### config.mk
export PLATFORM = sky130hd
export DESIGN_NAME = ushdp_top
export DESIGN_NICKNAME = d
export VERILOG_FILES = /design/src/design/ushdp_fifo.v /design/src/design/ushdp_uart_tx.v /design/src/design/ushdp_top.v
export VERILOG_INCLUDE_DIRS = /design/src /design/src/design
export SDC_FILE = /design/constraint.sdc
export NUM_CORES = 1
export LEC_CHECK = 0
export BUFFER_PORTS_ARGS = -buffer_cell sky130_fd_sc_hd__buf_2
export CORE_AREA = 8 8 247 249
export DETAILED_ROUTE_END_ITERATION = 7
export DIE_AREA = 0 0 255 257
export PLACE_DENSITY_LB_ADDON = 0.3
export SYNTH_ARGS = -nofsm -noshare
export SYNTH_HDL_FRONTEND = slang
export SYNTH_HIERARCHICAL = 1
export SYNTH_SLANG_ARGS = --single-unit
### constraint.sdc
create_clock -name i_clk_sys -period 4.06 [get_ports i_clk_sys]
set_input_delay 0.812 -clock i_clk_sys [delete_from_list [all_inputs] [get_ports i_clk_sys]]
set_output_delay 0.812 -clock i_clk_sys [all_outputs]
set_load 0.02 [all_outputs]
### src/design/ushdp_map.vh
`ifndef USHDP_MAP_VH
`define USHDP_MAP_VH
// ----------------------------------------------------------------
// Register byte addresses
// ----------------------------------------------------------------
`define USHDP_ALIAS_FIRST 32'h50020130
`define USHDP_ALIAS_LAST 32'h5002016C
`define USHDP_DATA3_ADDR 32'h5002013C
`define USHDP_CTRL_ADDR 32'h50020100
`define USHDP_LNS_ADDR 32'h50020104
`define USHDP_ISTAT_ADDR 32'h50020108
`define USHDP_IMASK_ADDR 32'h5002010C
`define USHDP_DIV_ADDR 32'h50020110
// ----------------------------------------------------------------
// Field positions
// ----------------------------------------------------------------
`define USHDP_CTRL_FIFO_EN 0
`define USHDP_CTRL_IR_MODE 1
`define USHDP_LNS_DATA_READY 0
`define USHDP_LNS_OVERRUN 1
`define USHDP_LNS_HOLD_EMPTY 5
`define USHDP_LNS_TX_IDLE 6
`define USHDP_INT_RX 0
`define USHDP_INT_OVERRUN 1
`define USHDP_INT_HOLD_EMPTY 2
// ----------------------------------------------------------------
// Reset values and timing counts
// ----------------------------------------------------------------
`define USHDP_CTRL_RST_FIFO 1'b0
`define USHDP_CTRL_RST_IR 1'b0
`define USHDP_MASK_RST 3'h0
`define USHDP_DIV_RST 16'h0010
`define USHDP_DATA_RST 8'h00
`endif

### src/design/ushdp_fifo.v
`timescale 1ns/1ps
// ----------------------------------------------------------------
// Synchronous FIFO; a push while full is dropped, contents kept
// ----------------------------------------------------------------
module ushdp_fifo #(
    parameter WIDTH = 8,
    parameter DEPTH = 16,
    parameter AW = 4
) (
    input wire i_clk_sys,
    input wire i_rst,
    input wire i_flush,
    input wire i_push,
    input wire [WIDTH-1:0] i_data,
    input wire i_pop,
    output wire [WIDTH-1:0] o_head,
    output wire o_full,
    output wire o_empty
);
    reg [WIDTH-1:0] mem [0:DEPTH-1]; // Storage, no reset needed
    reg [AW-1:0] wr_ptr_q; // Next write slot
    reg [AW-1:0] rd_ptr_q; // Head slot
    reg [AW:0] count_q; // Entries held
    wire do_push; // Push that is accepted
    wire do_pop; // Pop that is accepted

    assign o_full = (count_q == DEPTH[AW:0]);
    assign o_empty = (count_q == {(AW+1){1'b0}});
    assign o_head = mem[rd_ptr_q];
    // Full push is lost so the queue is never disturbed
    assign do_push = i_push & ~o_full;
    assign do_pop = i_pop & ~o_empty;

    // Storage write
    always @(posedge i_clk_sys) begin
        if (do_push) begin
            mem[wr_ptr_q] <= i_data;
        end
    end

    // Pointers and count
    always @(posedge i_clk_sys or posedge i_rst) begin
        if (i_rst) begin
            wr_ptr_q <= {AW{1'b0}};
            rd_ptr_q <= {AW{1'b0}};
            count_q <= {(AW+1){1'b0}};
        end else if (i_flush) begin
            wr_ptr_q <= {AW{1'b0}};
            rd_ptr_q <= {AW{1'b0}};
            count_q <= {(AW+1){1'b0}};
        end else begin
            if (do_push) begin
                wr_ptr_q <= (wr_ptr_q == DEPTH[AW-1:0] - 1'b1) ?
                    {AW{1'b0}} : wr_ptr_q + 1'b1;
            end
            if (do_pop) begin
                rd_ptr_q <= (rd_ptr_q == DEPTH[AW-1:0] - 1'b1) ?
                    {AW{1'b0}} : rd_ptr_q + 1'b1;
            end
            if (do_push & ~do_pop) begin
                count_q <= count_q + 1'b1;
            end else if (do_pop & ~do_push) begin
                count_q <= count_q - 1'b1;
            end
        end
    end
endmodule // ushdp_fifo

### src/design/ushdp_uart_tx.v
`timescale 1ns/1ps
// ----------------------------------------------------------------
// Serialiser: start bit, eight data bits LSB first, one stop bit
// ----------------------------------------------------------------
module ushdp_uart_tx (
    input wire i_clk_sys,
    input wire i_rst,
    input wire [15:0] i_divisor,
    input wire i_start,
    input wire [7:0] i_data,
    output wire o_busy,
    output wire o_line
);
    reg [9:0] shift_q; // Frame bits still to send
    reg [3:0] bits_q; // Bits left in frame
    reg [15:0] cnt_q; // Cycles left in current bit
    reg line_q; // Line level, idle high

    assign o_busy = (bits_q != 4'h0);
    assign o_line = line_q;

    // Bit timing; each bit lasts divisor+1 clocks
    always @(posedge i_clk_sys or posedge i_rst) begin
        if (i_rst) begin
            shift_q <= 10'h3FF;
            bits_q <= 4'h0;
            cnt_q <= 16'h0000;
            line_q <= 1'b1;
        end else if (!o_busy) begin
            line_q <= 1'b1;
            if (i_start) begin
                // Start bit goes out at once
                shift_q <= {1'b1, 1'b1, i_data};
                line_q <= 1'b0;
                bits_q <= 4'hA;
                cnt_q <= i_divisor;
            end
        end else if (cnt_q != 16'h0000) begin
            cnt_q <= cnt_q - 1'b1;
        end else begin
            bits_q <= bits_q - 1'b1;
            cnt_q <= i_divisor;
            line_q <= shift_q[0];
            shift_q <= {1'b1, shift_q[9:1]};
        end
    end
endmodule // ushdp_uart_tx

### src/design/ushdp_top.v
`timescale 1ns/1ps
`include "ushdp_map.vh"
// Function
// [RULE1] Sixteen word aliases of shared data port
// [RULE2] Low byte reads serial or infrared character
// [RULE3] Read data valid only with data ready
// [RULE4] No FIFO: new character overwrites, flags overrun
// [RULE5] FIFO mode: read returns receive FIFO head
// [RULE6] Full receive FIFO drops arrival, flags overrun
// [RULE7] Written byte goes out serial or infrared
// [RULE8] Master writes only while holding empty set
// [RULE9] No FIFO: single write clears holding empty
// [RULE10] No FIFO: further writes overwrite holding data
// [RULE11] FIFO mode accepts writes up to depth
// [RULE12] Write to full transmit FIFO is discarded
// [RULE13] Upper bits read zero, writes ignored
module ushdp_top #(
    parameter DEPTH = 16,
    parameter AW = 4
) (
    input wire i_clk_sys,
    input wire i_rst,
    input wire i_psel,
    input wire i_penable,
    input wire i_pwrite,
    input wire [31:0] i_paddr,
    input wire [31:0] i_pwdata,
    output wire [31:0] o_prdata,
    output wire o_pready,
    output wire o_pslverr,
    input wire i_sin,
    input wire i_sir_in,
    output wire o_sout,
    output wire o_sir_out_n,
    output wire o_irq
);
    // ----------------------------------------------------------------
    // Declarations
    // ----------------------------------------------------------------
    // Receive states
    localparam RX_IDLE = 2'b00, RX_START = 2'b01,
        RX_DATA = 2'b10, RX_STOP = 2'b11;
    reg [31:0] prdata_q; // Captured read word
    reg pready_q; // One wait state per access
    reg pslverr_q; // Error on unmapped address
    reg fifo_en_q; // FIFO enable control
    reg ir_mode_q; // Infrared pin select
    reg [2:0] mask_q; // Interrupt mask
    reg [15:0] div_q; // Bit period minus one
    reg [2:0] istat_q; // Sticky interrupt status
    reg overrun_q; // Line status overrun flag
    reg [7:0] rxbuf_q; // Single receive buffer
    reg rxbuf_valid_q; // Buffer holds unread char
    reg [7:0] hold_q; // Single transmit holding
    reg hold_full_q; // Holding has pending char
    reg hold_empty_prev_q; // For rising-edge event
    reg pop_ok_q; // Captured: read may consume
    reg [2:0] cap_istat_q; // Captured status to clear
    reg cap_ovr_q; // Captured overrun to clear
    reg sin_s1_q, sin_s2_q; // Serial pin synchroniser
    reg sir_s1_q, sir_s2_q; // Infrared pin synchroniser
    reg [1:0] rx_state_q; // Receive state
    reg [15:0] rx_cnt_q; // Cycles to next sample
    reg [2:0] rx_bit_q; // Data bit index
    reg [7:0] rx_shift_q; // Assembling char
    reg rx_valid_q; // One-cycle char arrival
    reg sout_q, sir_out_n_q; // Pins, both idle high
    reg irq_q; // Interrupt level
    reg fifo_en_prev_q; // Detects enable change
    reg [31:0] rd_word; // Read mux
    reg rd_err; // Unmapped decode
    wire acc, done; // Access phase, completion edge
    wire wr_done, rd_done; // Completion per direction
    wire alias_hit; // Any of the sixteen aliases
    wire rx_line; // Selected receive level
    wire data_ready, hold_empty; // Line status flags
    wire rxf_full, rxf_empty, txf_full, txf_empty; // FIFO flags
    wire [7:0] rxf_head, txf_head; // FIFO heads
    wire tx_busy, tx_line; // Serialiser state and level
    wire tx_start; // Engine takes next char
    wire data_wr, data_rd_pop; // Port write, consuming read
    wire rx_overrun; // Arrival lost or overwrite
    wire flush; // Mode change empties FIFOs
    wire [2:0] ev; // Interrupt events this cycle
    assign o_prdata = prdata_q;
    assign o_pready = pready_q;
    assign o_pslverr = pslverr_q;
    assign o_sout = sout_q;
    assign o_sir_out_n = sir_out_n_q;
    assign o_irq = irq_q;

    // ----------------------------------------------------------------
    // Bus decode
    // ----------------------------------------------------------------
    assign acc = i_psel & i_penable;
    assign done = acc & pready_q;
    assign wr_done = done & i_pwrite & ~pslverr_q;
    assign rd_done = done & ~i_pwrite & ~pslverr_q;
    // Whole alias range maps to one port for bursts
    assign alias_hit = (i_paddr >= `USHDP_ALIAS_FIRST) &&
        (i_paddr <= `USHDP_ALIAS_LAST) &&
        (i_paddr[1:0] == 2'b00); // [RULE1]
    assign data_wr = wr_done & alias_hit;
    assign data_rd_pop = rd_done & alias_hit & pop_ok_q;
    assign flush = fifo_en_q ^ fifo_en_prev_q;
    // Line status flags
    assign data_ready = fifo_en_q ? ~rxf_empty : rxbuf_valid_q;
    assign hold_empty = fifo_en_q ? txf_empty : ~hold_full_q;

    // Read mux; everything unnamed reads zero
    always @* begin
        rd_word = 32'h00000000;
        rd_err = 1'b0;
        if (alias_hit) begin
            // Upper 24 bits stay zero [RULE13]
            rd_word[7:0] = fifo_en_q ? rxf_head : rxbuf_q; // [RULE5]
        end else begin
            case (i_paddr)
                `USHDP_CTRL_ADDR: begin
                    rd_word[`USHDP_CTRL_FIFO_EN] = fifo_en_q;
                    rd_word[`USHDP_CTRL_IR_MODE] = ir_mode_q;
                end
                `USHDP_LNS_ADDR: begin
                    rd_word[`USHDP_LNS_DATA_READY] = data_ready; // [RULE3]
                    rd_word[`USHDP_LNS_OVERRUN] = overrun_q;
                    rd_word[`USHDP_LNS_HOLD_EMPTY] = hold_empty;
                    rd_word[`USHDP_LNS_TX_IDLE] = hold_empty & ~tx_busy;
                end
                `USHDP_ISTAT_ADDR: rd_word[2:0] = istat_q;
                `USHDP_IMASK_ADDR: rd_word[2:0] = mask_q;
                `USHDP_DIV_ADDR: rd_word[15:0] = div_q;
                default: rd_err = 1'b1;
            endcase
        end
    end

    // Answer one cycle into the access phase
    always @(posedge i_clk_sys or posedge i_rst) begin
        if (i_rst) begin
            prdata_q <= 32'h00000000;
            pready_q <= 1'b0;
            pslverr_q <= 1'b0;
            pop_ok_q <= 1'b0;
            cap_istat_q <= 3'h0;
            cap_ovr_q <= 1'b0;
        end else if (acc & ~pready_q) begin
            // Capture now so data and side effects agree
            prdata_q <= i_pwrite ? 32'h00000000 : rd_word;
            pready_q <= 1'b1;
            pslverr_q <= rd_err;
            // Only a char actually returned gets consumed
            pop_ok_q <= data_ready; // [RULE3]
            cap_istat_q <= (i_paddr == `USHDP_ISTAT_ADDR) ?
                istat_q : 3'h0;
            cap_ovr_q <= (i_paddr == `USHDP_LNS_ADDR) & overrun_q;
        end else begin
            pready_q <= 1'b0;
            pslverr_q <= 1'b0;
            pop_ok_q <= 1'b0;
            cap_istat_q <= 3'h0;
            cap_ovr_q <= 1'b0;
        end
    end

    // ----------------------------------------------------------------
    // Control registers
    // ----------------------------------------------------------------
    always @(posedge i_clk_sys or posedge i_rst) begin
        if (i_rst) begin
            fifo_en_q <= `USHDP_CTRL_RST_FIFO;
            ir_mode_q <= `USHDP_CTRL_RST_IR;
            mask_q <= `USHDP_MASK_RST;
            div_q <= `USHDP_DIV_RST;
            fifo_en_prev_q <= `USHDP_CTRL_RST_FIFO;
        end else begin
            fifo_en_prev_q <= fifo_en_q;
            if (wr_done && i_paddr == `USHDP_CTRL_ADDR) begin
                fifo_en_q <= i_pwdata[`USHDP_CTRL_FIFO_EN];
                ir_mode_q <= i_pwdata[`USHDP_CTRL_IR_MODE];
            end
            if (wr_done && i_paddr == `USHDP_IMASK_ADDR) begin
                mask_q <= i_pwdata[2:0];
            end
            if (wr_done && i_paddr == `USHDP_DIV_ADDR) begin
                // A written zero is loaded as one
                div_q <= (i_pwdata[15:0] == 16'h0000) ?
                    16'h0001 : i_pwdata[15:0];
            end
        end
    end

    // ----------------------------------------------------------------
    // Receive path
    // ----------------------------------------------------------------
    // Pins are asynchronous: two flops before use
    always @(posedge i_clk_sys or posedge i_rst) begin
        if (i_rst) begin
            sin_s1_q <= 1'b1;
            sin_s2_q <= 1'b1;
            sir_s1_q <= 1'b1;
            sir_s2_q <= 1'b1;
        end else begin
            sin_s1_q <= i_sin;
            sin_s2_q <= sin_s1_q;
            sir_s1_q <= i_sir_in;
            sir_s2_q <= sir_s1_q;
        end
    end

    assign rx_line = ir_mode_q ? sir_s2_q : sin_s2_q; // [RULE2]

    // Deserialiser; start checked at mid-bit
    always @(posedge i_clk_sys or posedge i_rst) begin
        if (i_rst) begin
            rx_state_q <= RX_IDLE;
            rx_cnt_q <= 16'h0000;
            rx_bit_q <= 3'h0;
            rx_shift_q <= 8'h00;
            rx_valid_q <= 1'b0;
        end else begin
            rx_valid_q <= 1'b0;
            if (rx_state_q != RX_IDLE && rx_cnt_q != 16'h0000) begin
                // Count down to the next sample point
                rx_cnt_q <= rx_cnt_q - 1'b1;
            end else begin
                case (rx_state_q)
                    RX_IDLE: begin
                        if (!rx_line) begin
                            rx_cnt_q <= {1'b0, div_q[15:1]};
                            rx_state_q <= RX_START;
                        end
                    end
                    RX_START: begin
                        // High again at mid-bit: glitch, not a start
                        rx_cnt_q <= div_q;
                        rx_bit_q <= 3'h0;
                        rx_state_q <= rx_line ? RX_IDLE : RX_DATA;
                    end
                    RX_DATA: begin
                        rx_shift_q <= {rx_line, rx_shift_q[7:1]};
                        rx_cnt_q <= div_q;
                        rx_bit_q <= rx_bit_q + 1'b1;
                        if (rx_bit_q == 3'h7) begin
                            rx_state_q <= RX_STOP;
                        end
                    end
                    RX_STOP: begin
                        // Bad stop bit: char is dropped
                        rx_valid_q <= rx_line;
                        rx_state_q <= RX_IDLE;
                    end
                    default: begin
                        rx_state_q <= RX_IDLE;
                    end
                endcase
            end
        end
    end
    // Overwrite in buffer mode, drop in FIFO mode
    assign rx_overrun = rx_valid_q & (fifo_en_q ? rxf_full :
        (rxbuf_valid_q & ~data_rd_pop)); // [RULE4] [RULE6]
    // Single receive buffer, FIFOs off
    always @(posedge i_clk_sys or posedge i_rst) begin
        if (i_rst) begin
            rxbuf_q <= `USHDP_DATA_RST;
            rxbuf_valid_q <= 1'b0;
        end else if (fifo_en_q) begin
            rxbuf_valid_q <= 1'b0;
        end else if (rx_valid_q) begin
            // Newest char wins over an unread one
            rxbuf_q <= rx_shift_q; // [RULE4]
            rxbuf_valid_q <= 1'b1;
        end else if (data_rd_pop) begin
            rxbuf_valid_q <= 1'b0;
        end
    end
    ushdp_fifo #(
        .WIDTH(8),
        .DEPTH(DEPTH),
        .AW(AW)
    ) u_rx_fifo (
        .i_clk_sys(i_clk_sys),
        .i_rst(i_rst),
        .i_flush(flush),
        .i_push(rx_valid_q & fifo_en_q), // [RULE6]
        .i_data(rx_shift_q),
        .i_pop(data_rd_pop & fifo_en_q), // [RULE5]
        .o_head(rxf_head),
        .o_full(rxf_full),
        .o_empty(rxf_empty)
    );

    // ----------------------------------------------------------------
    // Transmit path
    // ----------------------------------------------------------------
    // Writes drop when full; depth is a parameter
    ushdp_fifo #(
        .WIDTH(8),
        .DEPTH(DEPTH),
        .AW(AW)
    ) u_tx_fifo (
        .i_clk_sys(i_clk_sys),
        .i_rst(i_rst),
        .i_flush(flush),
        .i_push(data_wr & fifo_en_q), // [RULE11] [RULE12]
        .i_data(i_pwdata[7:0]),
        .i_pop(tx_start & fifo_en_q),
        .o_head(txf_head),
        .o_full(txf_full),
        .o_empty(txf_empty)
    );

    assign tx_start = ~tx_busy & (fifo_en_q ? ~txf_empty : hold_full_q);
    // Single holding register, FIFOs off
    always @(posedge i_clk_sys or posedge i_rst) begin
        if (i_rst) begin
            hold_q <= `USHDP_DATA_RST;
            hold_full_q <= 1'b0;
        end else if (fifo_en_q) begin
            hold_full_q <= 1'b0;
        end else if (data_wr) begin
            // Later writes replace pending data [RULE10]
            hold_q <= i_pwdata[7:0]; // [RULE13]
            hold_full_q <= 1'b1; // [RULE9]
        end else if (tx_start) begin
            hold_full_q <= 1'b0;
        end
    end
    ushdp_uart_tx u_tx (
        .i_clk_sys(i_clk_sys),
        .i_rst(i_rst),
        .i_divisor(div_q),
        .i_start(tx_start),
        .i_data(fifo_en_q ? txf_head : hold_q),
        .o_busy(tx_busy),
        .o_line(tx_line)
    );

    // ----------------------------------------------------------------
    // Status flags and interrupt
    // ----------------------------------------------------------------
    assign ev = {hold_empty & ~hold_empty_prev_q, rx_overrun, rx_valid_q};

    // Set wins over a read-clear in the same cycle
    always @(posedge i_clk_sys or posedge i_rst) begin
        if (i_rst) begin
            istat_q <= 3'h0;
            overrun_q <= 1'b0;
            hold_empty_prev_q <= 1'b1;
            irq_q <= 1'b0;
            sout_q <= 1'b1;
            sir_out_n_q <= 1'b1;
        end else begin
            // Unused pin idles high; infrared output is active low
            sout_q <= ir_mode_q ? 1'b1 : tx_line; // [RULE7]
            sir_out_n_q <= ir_mode_q ? tx_line : 1'b1; // [RULE7]
            hold_empty_prev_q <= hold_empty;
            istat_q <= (istat_q & ~(rd_done ? cap_istat_q : 3'h0)) | ev;
            overrun_q <= (overrun_q & ~(rd_done & cap_ovr_q)) |
                rx_overrun; // [RULE4] [RULE6]
            // Registered: lags status by one cycle
            irq_q <= |(istat_q & mask_q);
        end
    end
endmodule // ushdp_top

* Yosys cells after proc, flatten, opt, wreduce, memory -nomap -nowiden
Memories as Yosys holds them, arrays and structs flattened.
Cells that the tools add are included.
** Storage, ports and cells
- Word-level logic and storage cells :: 242
- Output and inout port bits :: 37
- Memory bits (writable) :: 256
- Register bits :: 178
- Input bits :: 71
- Memories kept :: 2
** Operators by class
- $lt $le $gt $ge :: 2
- Muxes and demuxes :: 77
- Equality and inequality tests :: 19
- Bitwise logic cells :: 54
- Reduce and logical (&&, ||, !) cells :: 36
- Add/sub/neg operators :: 12
** Memories
- u_rx_fifo.mem :: words 16, bits a word 8, rd ports 1, clocked after memory_dff 0, wr ports 1, RTL line ushdp_fifo.v:20 : reg [WIDTH-1:0] mem [0:DEPTH-1];
- u_tx_fifo.mem :: words 16, bits a word 8, rd ports 1, clocked after memory_dff 0, wr ports 1, RTL line ushdp_fifo.v:20
** Operators by type and width (count)
- equality test 32 x 31 -> 1 bit, second input constant :: 5
- 2-to-1 mux 16 bit :: 7
- 2-to-1 mux 4 bit :: 15
- greater-or-equal comparator 32 x 31 -> 1 bit, second input constant :: 1
- less-or-equal comparator 32 x 31 -> 1 bit, second input constant :: 1
- 2-to-1 mux 8 bit :: 4
- case mux 16 bit (2 select lines) :: 1
- nonzero test 16 bit :: 2
- subtractor 16 x 1 -> 16 bit, second input constant :: 2
- AND 1 bit :: 30
- 2-to-1 mux 10 bit :: 3
- 2-to-1 mux 5 bit :: 6
- 2-to-1 mux 1 bit :: 28
- NOT 1 bit :: 18
- adder 4 x 1 -> 4 bit, second input constant :: 4
- equality test 4 bit, second input constant :: 4
- zero test 16 bit :: 1
- nonzero test 3 bit :: 5
- nonzero test 2 bit :: 7
- AND reduction 2 bit :: 6
- adder 5 x 1 -> 5 bit, second input constant :: 2
- equality test 5 bit, second input constant :: 2
- zero test 5 bit :: 2
- case mux 2 bit (5 select lines) :: 1
- other kinds (27) :: 43

* Depth between registers and ports, before layout
Gate-level depths: netlist of run 1.
- Depth after elaboration :: 12
- Depth in mapped cells :: 14
- Depth with buffers taken out :: 12

* Hierarchy
Netlist of run 1, hierarchy kept.
** By module, submodules not included
- ushdp_fifo at u_tx_fifo :: seq. area each 4169.0 µm², area each 5989.5 µm², cells an instance 300, times used 1
- ushdp_fifo at u_rx_fifo :: seq. area each 4169.0 µm², area each 5973.2 µm², cells an instance 299, times used 1
- ushdp_top :: seq. area each 2637.5 µm², area each 5499.0 µm², cells an instance 496, times used 1
- ushdp_uart_tx :: seq. area each 737.0 µm², area each 1726.7 µm², cells an instance 177, times used 1

* Worst setup path after synthesis of run 1
OpenSTA, ideal clock, no wires.
- Path kind :: input to register
- Start point :: input port i_paddr[17]
- End point :: register u_tx_fifo.count_q[4]
- Stages :: 13
- Data required time :: 3.978 ns
- Arrival :: 4.295 ns
- Path slack :: -0.317 ns
- Buffers on the path :: 1
- Cells stage by stage :: a211o_1 -> a211o_1 -> a221oi_4 -> and2_1 -> and3_1 -> buf_2 -> a21boi_1 -> nand2_1 -> fa_1 -> a21o_1 -> a2111oi_0 -> o21ai_0 -> a31oi_1
** Between the ends
- Cells in the longest elaborated chain, start to end :: 9
- Elaborated cells between the ends (all ways) :: 13
- Those cells by class :: order compare (2); mux (2); bitwise (6); reduce/logical (3)
** RTL lines
- start: declaration :: RTL line ushdp_top.v:26 : input wire [31:0] i_paddr,
- greater-or-equal comparator 32 x 31 -> 1 bit (no line) or less-or-equal comparator 32 x 31 -> 1 bit (tied branches)
- logical AND 1 bit (*) (2 in a row) :: RTL line ushdp_top.v:100 : assign alias_hit = (i_paddr >= `USHDP_ALIAS_FIRST) &&
- AND 1 bit (*) :: RTL line ushdp_top.v:103 : assign data_wr = wr_done & alias_hit;
- AND 1 bit (*) :: RTL line ushdp_top.v:305 : .i_push(data_wr & fifo_en_q),
- AND 1 bit (*) :: RTL line ushdp_fifo.v:31 : assign do_push = i_push & ~o_full;
- AND 1 bit or NOT 1 bit (tied branches) :: RTL line ushdp_fifo.v:60, ushdp_fifo.v:62
- 2-to-1 mux 5 bit or AND 1 bit (tied branches) :: RTL line ushdp_fifo.v:60, ushdp_fifo.v:62
- 2-to-1 mux 5 bit or nonzero test 3 bit (tied branches)
- end signal: assignment :: RTL line ushdp_fifo.v:46 : count_q <= {(AW+1){1'b0}};
- end signal: assignment :: RTL line ushdp_fifo.v:50 : count_q <= {(AW+1){1'b0}};
- end signal: assignment :: RTL line ushdp_fifo.v:61 : count_q <= count_q + 1'b1;
- end: declaration :: RTL line ushdp_fifo.v:23 : reg [AW:0] count_q;
Mark *: on every way between the ends. The rest lies on a longest branch, timed or not.
A chain may end at the register's enable or synchronous reset.

* Worst setup path in the final report of run 1
- Start point :: register u_tx_fifo.count_q[0]
- End point :: register u_tx.cnt_q[11]
** Between the ends
- Cells in the longest elaborated chain, start to end :: 5
** RTL lines
- zero test 5 bit :: RTL line ushdp_fifo.v:28 : assign o_empty = (count_q == {(AW+1){1'b0}});
- via txf_empty :: RTL line ushdp_top.v:77 : wire rxf_full, rxf_empty, txf_full, txf_empty;
- NOT 1 bit :: RTL line ushdp_top.v:313 : assign tx_start = ~tx_busy & (fifo_en_q ? ~txf_empty : hold_full_q);
- 2-to-1 mux 1 bit :: RTL line ushdp_top.v:313
- AND 1 bit :: RTL line ushdp_top.v:313
- via tx_start :: RTL line ushdp_top.v:80 : wire tx_start;
- nonzero test 2 bit (no line)
- end signal: assignment :: RTL line ushdp_uart_tx.v:36 : cnt_q <= i_divisor;
- end signal: assignment :: RTL line ushdp_uart_tx.v:39 : cnt_q <= cnt_q - 1'b1;
- end signal: assignment :: RTL line ushdp_uart_tx.v:42 : cnt_q <= i_divisor;
- end: declaration :: RTL line ushdp_uart_tx.v:16 : reg [15:0] cnt_q;
The timed path passes the listed nets, and every way through them passes these cells.

==> results of run 1 <==
-- final cells by class --
cell class              count  area, um2  share of cell area [%]
flip-flops and latches    416      11700                    53.2
multi-input cells         760       6930                    31.4
clock buffers              53       1160                    5.25
well taps                 765        957                    4.34
repair buffers            133        836                    3.79
clock inverters            27        323                    1.46
inverters                  32        123                   0.556
-- path summary, 6_finish.rpt --
| path | startpoint | to | slack, ns |
|---|---|---|---|
| max | u_tx_fifo/count_q[0] | u_tx/cnt_q[11] | 0.43 |
| min | sin_s1_q | sin_s2_q | 0.36 |
| max reg2reg | u_tx_fifo/count_q[0] | u_tx/cnt_q[11] | 0.43 |
| min reg2reg | sin_s1_q | sin_s2_q | 0.36 |
| max in group asynchronous | i_rst | o_prdata[8] | 2.60 |
| min in group asynchronous | i_rst | u_tx_fifo/wr_ptr_q[1] | 0.39 |
-- flip-flops by register name (all words and copies together) (netlist names), 3 cells and up, named ones only --
register	cells
cap_istat_q	3
div_q	16
hold_q	8
istat_q	3
mask_q	3
o_prdata	16
rx_bit_q	3
rx_cnt_q	16
rx_shift_q	8
rxbuf_q	8
u_rx_fifo/count_q	5
u_rx_fifo/mem	128
u_rx_fifo/rd_ptr_q	4
u_rx_fifo/wr_ptr_q	4
u_tx/bits_q	4
u_tx/cnt_q	16
u_tx/shift_q	8
u_tx_fifo/count_q	5
u_tx_fifo/mem	128
u_tx_fifo/rd_ptr_q	4
u_tx_fifo/wr_ptr_q	4
-- stage by stage --
step	setup WS (ns)	power, W	setup TNS [ns]
6_report	0.425	0.0123	0
3_5_place_dp	-0.0777	0.00819	-0.0777
3_3_place_gp	-0.0626	0.00812	-0.0626
2_1_floorplan	0.00711	0.00743	0
5_1_grt	0.185	0.0129	0
4_1_cts	0.439	0.0124	0
-- power by group --
group	internal (W)	total [W]	switching, W
combinational	0.00115	0.00305	0.00191
clock	0.00248	0.00413	0.00165
sequential	0.00481	0.00510	0.000291
total	0.00844	0.0123	0.00385
-- routing by layer --
metal  vias up  share of wire (%)
li1       5223                  -
met1      5834                 47
met2       272                 47
met3        52                4.6
met4         0                1.9
met5         -                  0
-- worst max-delay path: cells and delay by family (launching register included) --
family / cells / cell delay, ns
AOI/OAI and AO/OA: 2 / 0.98
and+or+nand+nor: 7 / 2.11
DFF: 1 / 0.48
==> metrics.md, run 1 <==
| Metric | Value |
|---|---|
| Area Growth Syn to Fin | 14.9% |
| Critical-path maximum fanout | 16 |
| CTS Hold Bufs | 0 |
| Post-CTS setup buffer count | 0 |
| # fillers | 5395 |
| Final setup viols | 0 |
| DRT Pass-1 Iters | 5 |
| Commonest non-fill, non-tap cell in the layout | edfxtp_1 |
| Power Dens Cells | 558 nW/um2 |
| # port buffers | 75 |
| Max_cap viols | 0 |
| YS warnings | 6 |
| Finished Core Util | 38.6% |
| Hold depth | 0 |
| Worst Path Arrival | 4.13 ns |
| Fmax | 0.275 GHz |
| Root Buffer | clkbuf_16 |
| TritonCTS buffer count | 44 |
| Fin nets | 1489 |
| Slew HR | 25.7% |
| Iter 0 DRT Violations | 806 |
| Slowest CP cell | o21ai_1 |
| Hold slack | 0.357 ns |
| Leakage power | 8.55 nW |
| Worst-Margin Slew | 1.11 ns |
| Clock slew at reported path FFs | 0.06 ns |
| Core area | 57000 um2 |
| Worst vdd ir | 0.513 mV |
| Hold Violations, Final | 0 |
| Synth Cell Area | 19200 um2 |
| Max Transition Viols Final | 0 |
| Dpl hpwl | 30500 um |
| Required time of the critical path | 4.56 ns |
| Final non-filler cell area | 22000 um2 |
| Row Count | 88 |
| Final Cycle Share | 89.5% |
| Reg2Reg Depth | 9 |
| Residual DRC | 0 |
| Max incr delay on CP | 0.75 ns |
| Die area | 65500 um2 |
| Synthesized instance count | 1271 |
| Die Height | 257 um |
| Placement-stage cell area | 20600 um2 |
| Dpl cells | 2106 |
| CP Cell Sequence | or4_1 > nor2_1 > nand2b_1 > and2_1 > nor2_1 > nand2b_1 > o21ai_1 > o32ai_1 > nor2_1 |
| Total length of routed wires | 44300 um |
| Clk sinks | 416 |
| Most frequent cells in the layout | edfxtp_1, dfrtp_1, buf_2 |
| Clock Latency Late Sink | 0.57 ns |
| Most frequent CP cell | nor2_1 |
| Gr busiest metal | met2 |
| Initial core utilization | 33.6% |
| Die Wd | 255 um |
| Worst Hold Class | flop to flop |
| First-pass GRT wire length | 69600 um |
| # IOs | 108 |
| Outcome | completed |
| Avg Cell Area, Syn | 15.1 um2 |
| CTS tree | built |
| Antenna violations before repair | 0 |
| Met3 GRT Util | 2.15% |
| Routed vias | 11400 |
| Routed len/inst | 20.3 um |
| Placer Congestion | 0.812 |
| Clock buffer depth | 3 |
| Vias per cell | 5.21 |
| Routed Antenna Nets | 0 |
| Setup crit start kind | flop |
| Non-Filler Instances | 2186 |
| RSZ-0062 raised after global routing | no |
| GRT met2 Usage | 21.2% |
| Critical path endpoint category | flop |
| Ant diodes | 0 |
| Clk_skew | 0.0140 ns |
| Pin count of the biggest net entering global routing | 79 |
| H-tree levels | 2 |
| Grt total ovfl | 0 |
| Critical path class | flop to flop |
| Post-layout min period | 3.63 ns |
| Post_cts resized | 0 |
| Share of cells above drive strength 1 | 25.3% |
| Vias in the first global route | 11500 |
| Total track usage | 13.5% |
| M1 GR Usage | 19.2% |
(Power assumes the default switching activity.)
==> run 2, diff against run 1 <==
--- a/config.mk
+++ b/config.mk
@@ -10,6 +10,7 @@
 export CORE_AREA = 8 8 247 249
 export DETAILED_ROUTE_END_ITERATION = 7
 export DIE_AREA = 0 0 255 257
+export MAX_ROUTING_LAYER = met4
 export PLACE_DENSITY_LB_ADDON = 0.3
 export SYNTH_ARGS = -nofsm -noshare
 export SYNTH_HDL_FRONTEND = slang
==> metrics.md, run 2 (synthesis gave the netlist of run 1 again) <==
| Metric | Value |
|---|---|
| Core area | 57000 um2 |
| Clk sinks | 416 |
| TritonCTS buffer count | 44 |
| Worst-Margin Slew | 1.12 ns |
| RSZ-0062 raised after global routing | no |
| Sw Share | 31.3% |
| Critical path endpoint category | flop |
| Routed Antenna Nets | 0 |
| Placement-stage cell area | 20600 um2 |
| Hold depth | 0 |
| First-pass GRT wire length | 69600 um |
| Critical path class | input pin to flop |
| Post-layout min period | 3.57 ns |
| H-tree levels | 2 |
| Total track usage | 13.9% |
| Vias per cell | 5.22 |
| Slowest CP cell | a221oi_4 |
| Initial core utilization | 33.6% |
| Setup crit start kind | input pin |
| Hold Violations, Final | 0 |
| Max_cap viols | 0 |
| Clk network pwr share | 33.7% |
| Routed len/inst | 20.3 um |
| CTS Hold Bufs | 0 |
| Grt total ovfl | 0 |
| Combinational share of power | 24.8% |
| Outcome | completed |
| Slew HR | 24.9% |
| Reg2Reg Depth | 9 |
| Reg power frac | 41.5% |
| Share of cells above drive strength 1 | 25.3% |
| Root Buffer | clkbuf_16 |
| Worst Hold Class | flop to flop |
| Clock slew at reported path FFs | 0.06 ns |
| Final setup viols | 0 |
| Vias in the first global route | 11500 |
| Post-route setup TNS | 0 ns |
| # IOs | 108 |
| Pin count of the biggest net entering global routing | 79 |
| Post-CTS setup buffer count | 0 |
| Antenna violations before repair | 0 |
| Clock Latency Late Sink | 0.58 ns |
| # port buffers | 75 |
| Leakage power | 8.55 nW |
| Row Count | 88 |
| Largest regs | u_rx_fifo/mem (128), u_tx_fifo/mem (128) |
| Total length of routed wires | 44300 um |
| Final Cycle Share | 88.0% |
| Placer Congestion | 0.824 |
| Clock buffer depth | 3 |
| Fmax | 0.280 GHz |
| Residual DRC | 0 |
| Max Transition Viols Final | 0 |
| Iter 0 DRT Violations | 833 |
| Sw power | 0.00384 W |
| Dpl hpwl | 30500 um |
| Routed vias | 11400 |
| Final non-filler cell area | 22000 um2 |
| Most frequent cells in the layout | edfxtp_1, dfrtp_1, buf_2 |
| Hold slack | 0.358 ns |
| Critical-path maximum fanout | 5 |
| Power Dens Cells | 557 nW/um2 |
| Post_cts resized | 0 |
| Die area | 65500 um2 |
| Worst Path Arrival | 4.07 ns |
| CP Cell Sequence | buf_2 > a211o_1 > a211o_1 > a221oi_4 > and2_1 > and3_1 > a21boi_4 > nand2_2 > buf_4 > ha_1 > a21oi_1 > a21oi_1 > a311o_1 > a31oi_1 |
| CTS tree | built |
| Required time of the critical path | 4.55 ns |
| Die Height | 257 um |
| Die Wd | 255 um |
| Internal power | 0.00844 W |
| Dpl cells | 2106 |
| Fin nets | 1489 |
| Worst vdd ir | 0.507 mV |
| Clk_skew | 0.0144 ns |
| Commonest non-fill, non-tap cell in the layout | edfxtp_1 |
| Area Growth Syn to Fin | 14.9% |
| Max incr delay on CP | 0.41 ns |
| Non-Filler Instances | 2187 |
| DRT Pass-1 Iters | 5 |
[run 2: cell type report]
type / instances / area, um2
fillers: 5394 / 35000
clock inverters: 27 / 323
repair buffers: 133 / 836
clock buffers: 53 / 1160
inverters: 32 / 123
multi-input cells: 760 / 6930
well taps: 765 / 957
diodes: 1 / 2.50
flip-flops and latches: 416 / 11700
[run 2: routing by layer]
metal / global-route usage, % / part of all wire [%] / vias to the layer above
met5: - / 0 / -
met4: 3.41 / 1.8 / 0
met3: 2.10 / 4.7 / 54
met2: 21.2 / 47 / 276
met1: 19.3 / 47 / 5857
li1: - / - / 5226
[run 2: per-stage QoR]
| stage | util [%] | worst slack (ns) | total power (W) |
|---|---|---|---|
| finish | 38.6 | 0.488 | 0.0123 |
| global route | 38.6 | 0.201 | 0.0129 |
| CTS | 38.6 | 0.439 | 0.0124 |
| detailed placement | 36.0 | -0.0777 | 0.00819 |
| global placement | 36.0 | -0.0626 | 0.00812 |
| floorplan | - | 0.00711 | 0.00743 |
[run 2: final timing paths]
path / startpoint / end / slack (ns)
worst max register to register: u_tx_fifo/count_q[0] / u_tx/cnt_q[11] / 0.49
max in group asynchronous: i_rst / o_prdata[11] / 2.59
min in group asynchronous: i_rst / u_tx_fifo/wr_ptr_q[1] / 0.39
worst min-delay path: sin_s1_q / sin_s2_q / 0.36
worst max-delay path: i_paddr[17] / u_tx_fifo/count_q[4] / 0.49
worst min register to register: sin_s1_q / sin_s2_q / 0.36
[run 2: power groups by stage]
stage / logic, W / registers (W) / clock network (W)
2_1_floorplan: 0.00234 / 0.00509 / 0
3_3_place_gp: 0.00296 / 0.00516 / 0
3_5_place_dp: 0.00301 / 0.00518 / 0
4_1_cts: 0.00302 / 0.00510 / 0.00425
5_1_grt: 0.00333 / 0.00515 / 0.00443
6_report: 0.00304 / 0.00510 / 0.00413
[run 2: critical path, delay by kind of cell]
| kind | cells | cell delay (ns) |
|---|---|---|
| AOI/OAI and AO/OA | 8 | 2.11 |
| adders and majority gates | 1 | 0.33 |
| buffers and inverters | 2 | 0.27 |
| and+or+nand+nor | 3 | 0.53 |
==> run 3, diff against run 2 <==
--- a/config.mk
+++ b/config.mk
@@ -7,11 +7,13 @@
 export NUM_CORES = 1
 export LEC_CHECK = 0
 export BUFFER_PORTS_ARGS = -buffer_cell sky130_fd_sc_hd__buf_2
-export CORE_AREA = 8 8 247 249
+export CAP_MARGIN = 5
+export CORE_AREA = 8 8 234 236
 export DETAILED_ROUTE_END_ITERATION = 7
-export DIE_AREA = 0 0 255 257
+export DIE_AREA = 0 0 242 244
 export MAX_ROUTING_LAYER = met4
 export PLACE_DENSITY_LB_ADDON = 0.3
+export REMOVE_ABC_BUFFERS = 1
 export SYNTH_ARGS = -nofsm -noshare
 export SYNTH_HDL_FRONTEND = slang
 export SYNTH_HIERARCHICAL = 1
==> metrics.md, run 3 (synthesis gave the netlist of run 1 again) <==
| Metric | Value |
|---|---|
| Outcome | completed |
| Placer Congestion | 0.826 |
| Leakage power | 8.59 nW |
| Routed vias | 11400 |
| Commonest non-fill, non-tap cell in the layout | edfxtp_1 |
| H-tree levels | 2 |
| RSZ-0062 raised after global routing | no |
| Power Dens Cells | 562 nW/um2 |
| Post_cts resized | 0 |
| Clock Latency Late Sink | 0.59 ns |
| Final Cycle Share | 85.2% |
| Clock slew at reported path FFs | 0.06 ns |
| Iter 0 DRT Violations | 904 |
| Fmax | 0.289 GHz |
| Critical-path maximum fanout | 4 |
| Total power | 0.0124 W |
| TritonCTS buffer count | 45 |
| Max_cap viols | 0 |
| Post-layout min period | 3.46 ns |
| Pin count of the biggest net entering global routing | 95 |
| Worst-Margin Slew | 1.14 ns |
| # fillers | 4608 |
| Vias in the first global route | 11600 |
| Core area | 50900 um2 |
| Routed len/inst | 20.5 um |
| Routed Antenna Nets | 0 |
| Reg2reg setup slack | 0.68 ns |
| Clk_skew | 0.0307 ns |
| Worst slack at placement | -0.0216 ns |
| Initial core utilization | 37.7% |
| Post-CTS setup buffer count | 0 |
| CTS tree | built |
| Critical path endpoint category | flop |
| Clk sinks | 416 |
| Dpl hpwl | 29700 um |
| Post-route setup TNS | 0 ns |
| Most frequent cells in the layout | edfxtp_1, dfrtp_1, buf_2 |
| Worst Path Arrival | 3.97 ns |
| Largest regs | u_rx_fifo/mem (128), u_tx_fifo/mem (128) |
| Grt total ovfl | 0 |
| Total length of routed wires | 43200 um |
| Total track usage | 15.0% |
| Row Count | 83 |
| Die Height | 244 um |
| # port buffers | 75 |
| Final setup viols | 0 |
| Reg2reg start | u_tx_fifo/count_q[1] |
| Reg2Reg Depth | 12 |
| FF-to-FF End | u_tx_fifo/count_q[4] |
| Slew HR | 23.5% |
| Root Buffer | clkbuf_16 |
| Hold Violations, Final | 0 |
| Worst Hold Class | input pin to asynchronous set/reset pin |
| Vias per cell | 5.41 |
| Final critical-path setup slack | 0.602 ns |
| Fin nets | 1491 |
| Share of cells above drive strength 1 | 25.9% |
| Residual DRC | 0 |
| Die area | 59000 um2 |
| Worst vdd ir | 0.564 mV |
| CTS Hold Bufs | 0 |
| Max Transition Viols Final | 0 |
| Antenna violations before repair | 4 |
| Required time of the critical path | 4.57 ns |
| Clock buffer depth | 3 |
| Critical path class | input pin to flop |
| DRT Pass-1 Iters | 5 |
| Setup crit start kind | input pin |
| Area Growth Syn to Fin | 14.7% |
| Die Wd | 242 um |
| # IOs | 108 |
| First-pass GRT wire length | 68700 um |
run 3: cell count changes in the layout (fill, tap and decap cells not counted), moves of 2 or more:
cell	previous run	this run
clkinvlp_4	0	2
clkinv_2	4	6
inv_6	0	2
clkbuf_8	0	2
clkinv_1	14	5
run 3: area by class of cell:
cell class | count | area, um2 | share of cell area (%)
Antenna cell | 2 | 5.00 | 0.0227
Clock buffer | 55 | 1180 | 5.38
Clock inverter | 27 | 378 | 1.72
Inverter | 32 | 123 | 0.557
Multi-Input combinational cell | 760 | 6910 | 31.4
Sequential cell | 416 | 11700 | 53.2
Tap cell | 680 | 851 | 3.86
Timing Repair Buffer | 134 | 843 | 3.83
run 3: metrics by stage:
stage	util, %	cells	hold WS, ns	instance area (um2)
2_1_floorplan	-	1208	0.345	18700
3_3_place_gp	40.2	2022	0.348	20400
3_5_place_dp	40.2	2022	0.347	20400
4_1_cts	43.3	2104	0.212	22000
5_1_grt	43.3	2106	0.238	22000
6_report	43.3	2106	0.229	22000
run 3: report_power, final:
| part | leakage [nW] | internal (W) | switching, W |
|---|---|---|---|
| logic | 3.38 | 0.00117 | 0.00182 |
| clock network | 0.756 | 0.00255 | 0.00172 |
| registers | 4.45 | 0.00481 | 0.000294 |
run 3: worst max-delay path by stage:
stage / from / endpoint / slack [ns] / depth (start not counted)
after floorplan: i_paddr[17] / u_tx_fifo/count_q[4] / -0.38 / 12
after global placement: i_paddr[17] / u_tx_fifo/count_q[4] / -0.004 / 13
after detailed placement: i_paddr[17] / u_tx_fifo/count_q[4] / -0.02 / 14
after CTS: i_paddr[17] / u_tx_fifo/count_q[4] / 0.61 / 14
after global routing: i_paddr[17] / u_tx_fifo/count_q[4] / 0.39 / 13
final: i_paddr[17] / u_tx_fifo/count_q[4] / 0.60 / 14
run 3: metal layers:
metal | global-route usage, % | up-vias | share of wire [%]
met3 | 3.18 | 64 | 5.3
met4 | 4.17 | 0 | 2.2
met5 | - | - | 0
met2 | 23.9 | 244 | 49
met1 | 19.2 | 5874 | 44
li1 | - | 5217 | -
run 3: critical path, cell delays in order:
cell and delay [ns]:
buf_2 0.10, a211o_1 0.31, a211o_1 0.36, a221oi_4 0.28
and2_1 0.21, and3_1 0.20, a21boi_1 0.24, nand2_1 0.16
fa_1 0.42, buf_4 0.16, nand3_1 0.13, a21oi_1 0.10
a311o_1 0.33, a31oi_1 0.16
